--- config.mk ---
export PLATFORM = sky130hd
export DESIGN_NAME = fuce_engine
export DESIGN_NICKNAME = d
export VERILOG_FILES = /design/src/rtl/fuce_pkg.sv /design/src/rtl/fuce_engine.sv /design/src/rtl/fuce_fifo.sv
export SDC_FILE = /design/constraint.sdc
export NUM_CORES = 1
export LEC_CHECK = 0
export ABC_AREA = 1
export BUFFER_PORTS_ARGS = -buffer_cell sky130_fd_sc_hd__buf_2
export CORE_UTILIZATION = 51
export CTS_CLUSTER_SIZE = 14
export DETAILED_ROUTE_END_ITERATION = 12
export PLACE_DENSITY = 0.68
export SLEW_MARGIN = 20
export SYNTH_ARGS = -nofsm -noshare
export SYNTH_HDL_FRONTEND = slang
export SYNTH_HIERARCHICAL = 1
export SYNTH_SLANG_ARGS = --single-unit
--- constraint.sdc ---
create_clock -name sys_clk -period 5.3 [get_ports sys_clk]
set_input_delay 1.06 -clock sys_clk [delete_from_list [all_inputs] [get_ports sys_clk]]
set_output_delay 1.06 -clock sys_clk [all_outputs]
set_load 0.005 [all_outputs]
--- src/rtl/fuce_pkg.sv ---
// fuce_pkg: shared constants and carrier types of the flash update engine
// assumes: one 200 MHz clock, synchronous active-high reset
package fuce_pkg;

  // ------------------------------------------------------------------
  // opcodes
  // ------------------------------------------------------------------
  localparam logic [7:0] OP_UNLOCK   = 8'h22;
  localparam logic [7:0] OP_ERASE    = 8'h23;
  localparam logic [7:0] OP_SETUP    = 8'h24;
  localparam logic [7:0] OP_WRITE    = 8'h25;
  localparam logic [7:0] OP_READ     = 8'h25; // write opcode with isRead set
  localparam logic [7:0] OP_CHECKSUM = 8'h26;
  localparam logic [7:0] OP_FRESET   = 8'h27;

  // ------------------------------------------------------------------
  // constants
  // ------------------------------------------------------------------
  localparam logic [31:0] UNLOCK_KEY  = 32'hF7A5_4027; // 4154802215
  localparam logic [31:0] SECTOR_MASK = 32'hFFFF_0000; // 64KB sectors
  localparam logic [1:0]  MAX_CS      = 2'h2;
  localparam int          FIFO_DEPTH  = 8;
  localparam logic [31:0] ONE32       = 32'h0000_0001;
  localparam logic [15:0] ONE16       = 16'h0001;
  localparam logic [1:0]  BYTE_LAST   = 2'h3;

  // ------------------------------------------------------------------
  // carriers
  // ------------------------------------------------------------------
  // command from host: opcode, up to two 32-bit params, read flag
  typedef struct packed {
    logic [7:0]  opcode;
    logic        isRead;  // 25h carries read when set
    logic [31:0] param0;
    logic [31:0] param1;
  } fuce_cmd_t;

  // flash access request toward the flash port
  typedef struct packed {
    logic        erase;
    logic        write;
    logic        read;
    logic        reset;
    logic [1:0]  chipSel;
    logic [31:0] addr;
    logic [7:0]  data;
  } fuce_flash_req_t;

  typedef enum logic [6:0] {
    ST_IDLE  = 7'b0000001,
    ST_ERASE = 7'b0000010,
    ST_WRITE = 7'b0000100,
    ST_READ  = 7'b0001000,
    ST_SUM   = 7'b0010000,
    ST_RET   = 7'b0100000,
    ST_DONE  = 7'b1000000
  } fuce_state_t;

endpackage

--- src/rtl/fuce_engine.sv ---
// fuce_engine: command engine for bootloader flash update
// assumes: host issues one command at a time and waits for cmdDone;
// flash port answers each request with flashAck (and flashRdData).
// Behaviour
// - erase erases whole sector holding address
// - erase and write refused while locked
// - chained writes advance address, reduce count
// - never program beyond set-up count
// - read returns requested bytes from address, capped at remaining count
// - reads chain; exhausted count gives failure
// - checksum takes start and byte count
// - returns byte sum and sum of sums
// - flash reset on chip select, abort sequence
// - update lock locked after reset
// - unlock only with key, else lock
`timescale 1ns/1ps
module fuce_engine (
  // clock, reset, enable
  input  wire logic                       sys_clk,
  input  wire logic                       rst,
  input  wire logic                       clkEn,
  // command from host
  input  wire logic                       cmdValid,
  output logic                            cmdReady,
  input  wire fuce_pkg::fuce_cmd_t        cmd,
  // write payload bytes from host
  input  wire logic                       payValid,
  output logic                            payReady,
  input  wire logic [7:0]                 payData,
  input  wire logic                       payLast,
  // return bytes to host
  output logic                            retValid,
  input  wire logic                       retReady,
  output logic [7:0]                      retData,
  // completion
  output logic                            cmdDone,
  output logic                            cmdFail,
  output logic                            unlocked,
  // flash port
  output fuce_pkg::fuce_flash_req_t       flashReq,
  output logic                            flashReqValid,
  input  wire logic                       flashAck,
  input  wire logic [7:0]                 flashRdData
);

  // ------------------------------------------------------------------
  // state
  // ------------------------------------------------------------------
  typedef struct packed {
    fuce_pkg::fuce_state_t     state;
    logic                      unlocked;
    logic [31:0]               addr;
    logic [31:0]               remain;
    logic [31:0]               sumAddr;
    logic [31:0]               sumCnt;
    logic [31:0]               simple;
    logic [31:0]               sumOfSum;
    logic [15:0]               rdLeft;
    logic [2:0]                retIdx;
    logic                      fail;
    logic                      done;
    logic                      payEnd;
    fuce_pkg::fuce_flash_req_t req;
    logic                      reqValid;
  } fuce_st_t;

  fuce_st_t   st_q;
  fuce_st_t   st_d;
  logic       fifoInValid;
  logic       fifoInReady;
  logic       fifoOutValid;
  logic       fifoOutReady;
  logic [7:0] fifoOutData;
  logic [63:0] sumWord;

  // read bytes flow through the FIFO; back-pressure stalls flash reads
  fuce_fifo #(
    .WIDTH (8),
    .DEPTH (fuce_pkg::FIFO_DEPTH)
  ) u_retFifo (
    .sys_clk  (sys_clk),
    .rst      (rst),
    .clkEn    (clkEn),
    .inValid  (fifoInValid),
    .inReady  (fifoInReady),
    .inData   (st_q.state == fuce_pkg::ST_RET ? sumWord[63:56]
               : flashRdData),
    .outValid (fifoOutValid),
    .outReady (fifoOutReady),
    .outData  (fifoOutData)
  );

  // host- and flash-facing outputs
  assign sumWord       = {st_q.simple, st_q.sumOfSum} << {st_q.retIdx, 3'h0};
  assign retValid      = fifoOutValid;
  assign retData       = fifoOutData;
  assign fifoOutReady  = retReady;
  assign cmdReady      = (st_q.state == fuce_pkg::ST_IDLE) && !st_q.done;
  assign cmdDone       = st_q.done;
  assign cmdFail       = st_q.fail;
  assign unlocked      = st_q.unlocked;
  assign flashReq      = st_q.req;
  assign flashReqValid = st_q.reqValid;
  assign payReady      = (st_q.state == fuce_pkg::ST_WRITE) && !st_q.reqValid;

  // ------------------------------------------------------------------
  // next-state logic
  // ------------------------------------------------------------------
  always_comb begin
    st_d        = st_q;
    fifoInValid = 1'b0;
    st_d.done   = 1'b0;
    case (st_q.state)
      fuce_pkg::ST_IDLE: begin
        if (cmdValid && !st_q.done) begin
          st_d.fail = 1'b0;
          st_d.req  = '0;
          st_d.state = fuce_pkg::ST_DONE;
          case (cmd.opcode)
            fuce_pkg::OP_UNLOCK: begin
              st_d.unlocked = (cmd.param0 == fuce_pkg::UNLOCK_KEY);
            end
            fuce_pkg::OP_ERASE: begin
              if (!st_q.unlocked) begin
                st_d.fail = 1'b1;
              end else begin
                st_d.req.erase = 1'b1;
                st_d.req.addr  = cmd.param0 & fuce_pkg::SECTOR_MASK;
                st_d.reqValid  = 1'b1;
                st_d.state     = fuce_pkg::ST_ERASE;
              end
            end
            fuce_pkg::OP_SETUP: begin
              st_d.addr   = cmd.param0;
              st_d.remain = cmd.param1;
            end
            fuce_pkg::OP_WRITE: begin
              if (cmd.isRead) begin
                if (st_q.remain == '0) begin
                  st_d.fail = 1'b1;
                end else begin
                  st_d.rdLeft = (cmd.param0[31:16] > st_q.remain) ?
                    st_q.remain[15:0] : cmd.param0[31:16];
                  st_d.state  = fuce_pkg::ST_READ;
                end
              end else if (!st_q.unlocked || st_q.remain == '0) begin
                st_d.fail   = 1'b1;
                st_d.payEnd = 1'b0;
                st_d.state  = fuce_pkg::ST_WRITE; // drain payload
              end else begin
                st_d.payEnd = 1'b0;
                st_d.state  = fuce_pkg::ST_WRITE;
              end
            end
            fuce_pkg::OP_CHECKSUM: begin
              st_d.sumAddr  = cmd.param0;
              st_d.sumCnt   = cmd.param1;
              st_d.simple   = '0;
              st_d.sumOfSum = '0;
              st_d.retIdx   = '0;
              st_d.state    = (cmd.param1 == '0) ? fuce_pkg::ST_RET
                              : fuce_pkg::ST_SUM;
            end
            fuce_pkg::OP_FRESET: begin
              if (cmd.param0[31:24] > {6'h00, fuce_pkg::MAX_CS}) begin
                st_d.fail = 1'b1;
              end else begin
                st_d.req.reset   = 1'b1;
                st_d.req.chipSel = cmd.param0[25:24];
                st_d.reqValid    = 1'b1;
                st_d.state       = fuce_pkg::ST_ERASE;
              end
            end
            default: st_d.fail = 1'b1;
          endcase
        end
      end
      fuce_pkg::ST_ERASE: begin
        if (flashAck) begin
          st_d.reqValid = 1'b0;
          st_d.state    = fuce_pkg::ST_DONE;
        end
      end
      fuce_pkg::ST_WRITE: begin
        if (st_q.reqValid) begin
          if (flashAck) begin
            st_d.reqValid = 1'b0;
            st_d.addr     = st_q.addr + fuce_pkg::ONE32;
            st_d.remain   = st_q.remain - fuce_pkg::ONE32;
            if (st_q.payEnd) st_d.state = fuce_pkg::ST_DONE;
          end
        end else if (payValid) begin
          st_d.payEnd = payLast;
          if (!st_q.fail && st_q.remain != '0) begin
            st_d.req       = '0;
            st_d.req.write = 1'b1;
            st_d.req.addr  = st_q.addr;
            st_d.req.data  = payData;
            st_d.reqValid  = 1'b1;
          end else if (payLast) begin
            st_d.state = fuce_pkg::ST_DONE; // excess discarded
          end
        end
      end
      fuce_pkg::ST_READ: begin
        if (st_q.rdLeft == '0) begin
          st_d.state = fuce_pkg::ST_DONE;
        end else if (!st_q.reqValid && fifoInReady) begin
          st_d.req      = '0;
          st_d.req.read = 1'b1;
          st_d.req.addr = st_q.addr;
          st_d.reqValid = 1'b1;
        end else if (st_q.reqValid && flashAck) begin
          fifoInValid   = 1'b1; // FIFO ready checked at issue
          st_d.reqValid = 1'b0;
          st_d.rdLeft   = st_q.rdLeft - fuce_pkg::ONE16;
          st_d.addr     = st_q.addr + fuce_pkg::ONE32;
          st_d.remain   = st_q.remain - fuce_pkg::ONE32;
        end
      end
      fuce_pkg::ST_SUM: begin
        if (!st_q.reqValid) begin
          st_d.req      = '0;
          st_d.req.read = 1'b1;
          st_d.req.addr = st_q.sumAddr;
          st_d.reqValid = 1'b1;
        end else if (flashAck) begin
          st_d.reqValid = 1'b0;
          st_d.simple   = st_q.simple + {24'h0, flashRdData};
          st_d.sumOfSum = st_q.sumOfSum + st_q.simple
                          + {24'h0, flashRdData};
          st_d.sumAddr  = st_q.sumAddr + fuce_pkg::ONE32;
          st_d.sumCnt   = st_q.sumCnt - fuce_pkg::ONE32;
          if (st_q.sumCnt == fuce_pkg::ONE32) st_d.state = fuce_pkg::ST_RET;
        end
      end
      fuce_pkg::ST_RET: begin
        // simple sum first, big-endian within each word
        if (fifoInReady) begin
          fifoInValid = 1'b1;
          st_d.retIdx = st_q.retIdx + 3'h1;
          if (st_q.retIdx == 3'h7) st_d.state = fuce_pkg::ST_DONE;
        end
      end
      fuce_pkg::ST_DONE: begin
        st_d.done  = 1'b1;
        st_d.req   = '0;
        st_d.state = fuce_pkg::ST_IDLE;
      end
      default: st_d.state = fuce_pkg::ST_IDLE;
    endcase
  end

  // registered state
  always_ff @(posedge sys_clk) begin
    if (rst) begin
      st_q       <= '0;
      st_q.state <= fuce_pkg::ST_IDLE;
      st_q.unlocked <= 1'b0;
    end else if (clkEn) begin
      st_q <= st_d;
    end
  end
endmodule

--- src/rtl/fuce_fifo.sv ---
// fuce_fifo: small synchronous FIFO with valid/ready on both sides
// assumes: single clock, synchronous active-high reset, clock enable
`timescale 1ns/1ps
module fuce_fifo #(
  parameter int WIDTH = 8,
  parameter int DEPTH = 8
) (
  // clock and reset
  input  wire logic             sys_clk,
  input  wire logic             rst,
  input  wire logic             clkEn,
  // fill side
  input  wire logic             inValid,
  output logic                  inReady,
  input  wire logic [WIDTH-1:0] inData,
  // drain side
  output logic                  outValid,
  input  wire logic             outReady,
  output logic [WIDTH-1:0]      outData
);
  localparam int AW = $clog2(DEPTH);

  typedef struct packed {
    logic [AW-1:0] wrPtr;
    logic [AW-1:0] rdPtr;
    logic [AW:0]   count;
  } fuce_fifo_st_t;

  fuce_fifo_st_t          st_q;
  fuce_fifo_st_t          st_d;
  logic [WIDTH-1:0]       mem [DEPTH];
  logic                   push;
  logic                   pop;

  // honest full and empty
  assign inReady  = (st_q.count != (AW+1)'(DEPTH));
  assign outValid = (st_q.count != '0);
  assign outData  = mem[st_q.rdPtr];
  assign push     = inValid && inReady;
  assign pop      = outValid && outReady;

  // next pointers
  always_comb begin
    st_d = st_q;
    if (push) st_d.wrPtr = st_q.wrPtr + AW'(1);
    if (pop) st_d.rdPtr = st_q.rdPtr + AW'(1);
    st_d.count = st_q.count + (AW+1)'(push) - (AW+1)'(pop);
  end

  // state and storage
  always_ff @(posedge sys_clk) begin
    if (rst) begin
      st_q <= '0;
    end else if (clkEn) begin
      st_q <= st_d;
      if (push) mem[st_q.wrPtr] <= inData;
    end
  end
endmodule

==> flow_metrics.py, run 1 <==
metrics = {
    "drt": {
        "drtIter0Drc": 2827,
        "via_count": 26900,
        "drtAntennaViolNets": 0,
        "drt_pre_antenna_iters": 6,
        "wl_met3_um": 9470,
        "dr_wl_met2_um": 36100,
        "wl_met1_um": 38200,
        "drc_errors": 0,
        "routed_wl_um": 86100,
        "avgViaCountPerCell": 5.63,
        "top_layer": "met4",
        "wl_per_cell_um": 18.0,
    },
    "die": {
        "core_um2": 49000,
        "die_w_um": 225,
        "die_area_um2": 50600,
        "rows": 81,
        "die_h_um": 225,
        "start_util_pct": 51.7,
        "pin_count": 158,
    },
    "clocking": {
        "cts-root-buf": "clkbuf_16",
        "cts_resized": 0,
        "cts_setup_buffers": 0,
        "holdBufCountCts": 0,
        "insertion_delay_ps": 590,
        "cts_buffers": 42,
        "clk_path_buf_depth": 3,
        "htreeDepth": 2,
        "clk_pin_slew_ps": 60,
        "cts_tree": "done",
        "cts_sinks": 346,
    },
    "cells_and_area": {
        "layout.cells.most_common": "nand2_1",
        "final_cell_mix": "nand2_1 (1203), nor2_1 (555), inv_1 (357)",
        "area_delta_synth_final_pct": 8.56,
        "drive_above_1_share_pct": 8.39,
        "fillers": 5093,
        "nets": 4284,
    },
    "synth": {
        "syn-num-nets": 4257,
        "ys_seq_area_share_pct": 29.9,
        "ys_ff_latch": 346,
        "ys_types": 53,
        "ys_warn_count": 6,
        "synth.avg_cell_area_um2": 6.24,
        "netlist_area_um2": 25300,
        "syn_inst": 4056,
    },
    "worst_setup_path": {
        "crit_fanout": 5,
        "worstPathRequired_ps": 5770,
        "crit_type": "flop to flop",
        "worstPathArrival_ps": 3910,
        "start_kind": "flop",
        "worstSetupEndpointType": "flop",
        "regToRegStartpoint": "st_q[53]",
        "startpoint": "st_q[53]",
    },
    "timing": {
        "slew_violations": 0,
        "hold_viol_final": 0,
        "setup_tns_ps": 0,
        "period_needed_ps": 3440,
        "rsz0062_at_grt": "false",
        "tightest_slew_ps": 1060,
        "period_share_pct": 64.9,
        "fmax_mhz": 291,
        "finClkSkew_ps": 19.6,
        "worst_slack_ps": 1860,
        "setup_violations": 0,
        "slew_headroom_pct": 28.9,
    },
    "place": {
        "globalplace.congestion": 0.981,
        "dpl.hpwl_um": 63000,
        "numPortBuffers": 157,
        "pre_cts_ws_ps": 1570,
    },
    "min_path": {
        "min_path_type": "flop to flop",
        "hp-start": "flashReq[23]",
    },
    "global_routing": {
        "antenna_found_initial": 1,
        "grt_max_degree": 76,
        "grt_usage_pct": 33.6,
        "grt_pass1_vias": 24100,
        "grt_pass1_wl_um": 134000,
        "grt_overflow": 0,
    },
    "power": {
        "power_leakage_uw": 0.0124,
        "vdd_ir_drop_max_uv": 260,
        "power_density_nw_per_um2": 421,
    },
    "run": {
        "maxCapViolCount": 0,
    },
    "outcome": {
        "status": "completed",
    },
}
[metal layers]
metal	up-vias	global-route usage, %
met5	-	0
met2	1230	49.8
li1	13300	-
met4	0	9.59
met1	12200	47.8
met3	155	8.53
[synthesized netlist by cell type (all sizes together)]
cell / n / area share [%]
o31a: 1 / 0.035
edfxtp: 64 / 7.6
nand3b: 16 / 0.52
nor2: 580 / 9.0
o221ai: 8 / 0.28
clkbuf: 71 / 1.1
nor3: 97 / 2.0
o21ai: 230 / 4.6
a21o: 5 / 0.15
a31oi: 16 / 0.40
dfxtp: 282 / 22
o21a: 5 / 0.15
o211a: 1 / 0.040
inv: 376 / 5.6
o31ai: 5 / 0.15
a2bb2oi: 1 / 0.035
clkinv: 2 / 0.030
nand4: 84 / 2.1
a21oi: 317 / 6.3
nor3b: 6 / 0.20
a211oi: 7 / 0.21
xnor2: 22 / 0.76
nand2: 1217 / 18
or2: 16 / 0.40
o211ai: 17 / 0.50
o21bai: 7 / 0.21
a21boi: 1 / 0.030
o22ai: 4 / 0.099
nand3: 303 / 6.2
o2111ai: 1 / 0.035
xor2: 50 / 1.7
ha: 93 / 4.6
buf: 127 / 3.3
fa: 11 / 0.87
nor4: 13 / 0.32
[flip-flops by register name (all words and copies together), names as in the netlist, named ones only]
name and count:
st_q 219, u_retFifo/mem 64, flashReq 46, u_retFifo/st_q 10, cmdDone 1, cmdFail 1, flashReqValid 1, unlocked 1
[worst paths after layout]
kind                  endpoint  slack, ps  cells past startpoint
min               flashReq[23]        460                      2
min reg2reg       flashReq[23]        460                      2
max          u_retFifo/st_q[2]       1860                     16
max reg2reg  u_retFifo/st_q[2]       1860                     16
[power by group]
group	internal [µW]	switching (µW)	total, µW
Sequential	2980	376	3360
Clock	1830	1230	3060
Combinational	1540	3610	5150
[per-stage QoR]
step	util (%)	hold WS (ps)	std cells	instance area [µm²]	power [µW]
2_1_floorplan	-	440	4056	25300	7140
3_3_place_gp	53.2	451	4703	26000	8410
3_5_place_dp	53.2	453	4703	26000	8410
4_1_cts	56.1	462	4777	27500	11500
5_1_grt	56.2	478	4777	27500	12300
6_report	56.2	460	4778	27500	11600
[final cells by class]
class / count / area (µm²) / area share [%]
Clock inverter: 23 / 297 / 1.08
Timing Repair Buffer: 181 / 972 / 3.54
Antenna cell: 1 / 2.50 / 0.00910
Tap cell: 664 / 831 / 3.02
Clock buffer: 51 / 1140 / 4.16
Multi-Input combinational cell: 3134 / 15300 / 55.5
Inverter: 378 / 1420 / 5.17
Sequential cell: 346 / 7570 / 27.5
[cell families after synthesis]
| logic type | count (synthesis) | share of synthesized area (%) |
|---|---|---|
| AO/OA/AOI/OAI | 626 | 13.1 |
| XOR/XNOR | 72 | 2.49 |
| adder cells (fa/ha/maj) | 104 | 5.46 |
| buffers and inverters | 576 | 10.0 |
| flip-flops | 346 | 29.9 |
| AND/OR/NAND/NOR | 2332 | 39.0 |
[worst max-delay path, stage by stage (launching register included)]
cell and delay (ps):
dfxtp_1 410, inv_1 110, ha_1 240, nand2_1 140, nor2_1 110, a21oi_1 240
inv_1 80, o21ai_0 570, nand2_1 130, ha_1 310, inv_1 60, ha_1 150
inv_1 60, fa_1 410, xnor2_1 130, o21ai_0 140, inv_1 50
Note: power is estimated with default switching activity, not from simulation.
==> run 2: changes to the inputs <==
Settings changed: ABC_AREA 1 to 0.
Clock period 5.3 ns to 3.5 ns, I/O delays scaled along.
==> run 2 against run 1 <==
Against the previous run: the flow now finishes with violations (DRC); clock-buffer cell count is 4 higher; worst setup slack lost 1700 ps; first-iteration DRC count is 20% lower; wire length fell by 18%; critical path type unchanged; critical endpoint is now st_q[266]; largest power group is now clock.
==> flow_metrics.py, run 2 <==
metrics = {
    "outcome": {
        "status": "finished, violations left",
        "violations": "DRC",
    },
    "synth": {
        "synth_ff_type": "dfxtp_1",
        "yosys.area.top_type": "dfxtp_1",
        "syn-num-nets": 2765,
        "ys_seq_area_share_pct": 35.7,
        "netlist_area_um2": 21200,
        "synthTopCellsByCount": "nand2_1 (285), dfxtp_1 (282), nor2_1 (252)",
        "synth_top_area_share_pct": 26.6,
        "postSynth.asyncResetShare_pct": 0,
        "synth.avg_cell_area_um2": 8.27,
        "ys_types": 82,
        "ys_ff_latch": 346,
        "yosysMostFrequentCell": "nand2_1",
        "syn_inst": 2564,
        "ys_warn_count": 6,
        "synth_edf_count": 64,
        "synth_area_leaders": "dfxtp_1 (27%), edfxtp_1 (9.1%), a21oi_1 (5.7%)",
    },
    "die": {
        "die_h_um": 206,
        "die_area_um2": 42400,
        "rows": 74,
        "core_um2": 40900,
        "pin_count": 158,
        "start_util_pct": 51.8,
        "die_w_um": 206,
    },
    "worst_setup_path": {
        "worstPathRequired_ps": 4000,
        "worstPathArrival_ps": 3800,
        "worstSetupEndpointType": "flop",
        "start_kind": "flop",
        "crit_type": "flop to flop",
        "crit_fanout": 12,
    },
    "cells_and_area": {
        "fillers": 3676,
        "regMostFlops": "st_q",
        "layout.cells.most_common": "nand2_1",
        "area_delta_synth_final_pct": 13.5,
        "drive_above_1_share_pct": 15.4,
        "largest_register_ffs": 219,
        "nets": 2875,
        "utilization_pct": 58.8,
        "final_cell_mix": "nand2_1 (284), dfxtp_1 (282), nor2_1 (249)",
    },
    "timing": {
        "fin_hold_ws_ps": 364,
        "slew_violations": 0,
        "tightest_slew_ps": 1100,
        "period_needed_ps": 3300,
        "hold_viol_final": 0,
        "fmax_mhz": 303,
        "setup_violations": 0,
        "worst_slack_ps": 205,
        "slew_headroom_pct": 26.2,
        "setup_tns_ps": 0,
        "finClkSkew_ps": 19.3,
        "period_share_pct": 94.1,
    },
    "clocking": {
        "cts-root-buf": "clkbuf_16",
        "cts_tree": "done",
        "holdBufCountCts": 0,
        "htreeDepth": 2,
        "cts_sinks": 346,
        "clk_pin_slew_ps": 60,
        "cts_buffers": 40,
        "insertion_delay_ps": 570,
        "clk_path_buf_depth": 3,
    },
    "place": {
        "pre_cts_ws_ps": -290,
        "dpl.hpwl_um": 49900,
        "globalplace.congestion": 0.939,
        "numPortBuffers": 157,
    },
    "drt": {
        "drt_pre_antenna_iters": 11,
        "wl_per_cell_um": 21.7,
        "drtAntennaViolNets": 0,
        "drc_errors": 1,
        "avgViaCountPerCell": 6.47,
        "routed_wl_um": 70200,
        "via_count": 21000,
        "drtIter0Drc": 2256,
    },
    "min_path": {
        "min_path_type": "input port to flop",
    },
    "power": {
        "power_density_nw_per_um2": 384,
        "power_leakage_uw": 0.00924,
        "vdd_ir_drop_max_uv": 343,
    },
    "global_routing": {
        "grt_pass1_wl_um": 109000,
        "antenna_found_initial": 8,
        "grt_usage_pct": 32.7,
        "grt_max_degree": 130,
        "grt_overflow": 0,
        "grt_pass1_vias": 19300,
    },
    "run": {
        "maxCapViolCount": 0,
    },
}
[run 2: kinds of logic after synthesis]
group | after synthesis | synth area share, %
and+or+nand+nor | 937 | 20.9
AOI/OAI and AO/OA | 784 | 23.3
DFF | 346 | 35.7
buffers and inverters | 272 | 5.96
adders and majority gates | 104 | 6.52
muxes | 70 | 5.53
xor gates and xnor gates | 51 | 2.11
[run 2: metal layers]
metal | vias to the layer above | track usage, % | routed length [µm] | share of wire [%]
met5 | - | 0 | 42 | 0.060
met4 | 8 | 13.6 | 2560 | 3.6
met3 | 185 | 5.33 | 6600 | 9.4
met2 | 1081 | 52.2 | 32300 | 46
met1 | 9986 | 43.9 | 28700 | 41
li1 | 9731 | - | - | -
[run 2: final cells by class]
type | count | area [µm²] | share of cell area, %
clock inverters | 19 | 191 | 0.795
diodes | 4 | 10.0 | 0.0416
repair buffers | 275 | 1790 | 7.44
clock buffers | 55 | 1120 | 4.65
well taps | 532 | 666 | 2.77
multi-input cells | 1946 | 12500 | 51.9
inverters | 65 | 244 | 1.01
flip-flops and latches | 346 | 7570 | 31.4
[run 2: path summary, 6_finish.rpt]
check	startpoint	to	slack (ps)	cells past startpoint
setup / recovery	st_q[151]	st_q[266]	200	11
hold / removal	payData[1]	flashReq[1]	360	3
setup reg to reg	st_q[151]	st_q[266]	200	11
hold reg to reg	flashReq[16]	flashReq[16]	450	2
[run 2: timing repair]
action | in CTS | in global routing
endpoints found under the hold margin | 0 | 0
setup endpoints to repair | 0 | 36
gates resized for setup | 0 | 7
setup buffers | 0 | 0
[run 2: worst max-delay path: stages (launching register included)]
cell,delay [ps]
dfxtp_1,390
nor4_4,380
nand2b_1,180
or4_4,540
nor4_1,280
buf_4,190
nor3b_1,270
buf_4,190
o211ai_1,100
buf_4,210
or3_1,350
a21oi_1,140
[run 2: report_power, final]
part	total (µW)	switching, µW	internal [µW]
logic	868	544	324
registers	4140	43.3	4090
clock network	4250	1770	2470
total	9250	2360	6890
[run 2: stage by stage]
| stage | area, µm² | power (µW) | cells |
|---|---|---|---|
| 5_1_grt | 24100 | 9520 | 3242 |
| 3_5_place_dp | 22700 | 5070 | 3164 |
| 6_report | 24100 | 9250 | 3242 |
| 2_1_floorplan | 21200 | 4710 | 2564 |
| 4_1_cts | 24000 | 9280 | 3238 |
| 3_3_place_gp | 22700 | 5060 | 3164 |
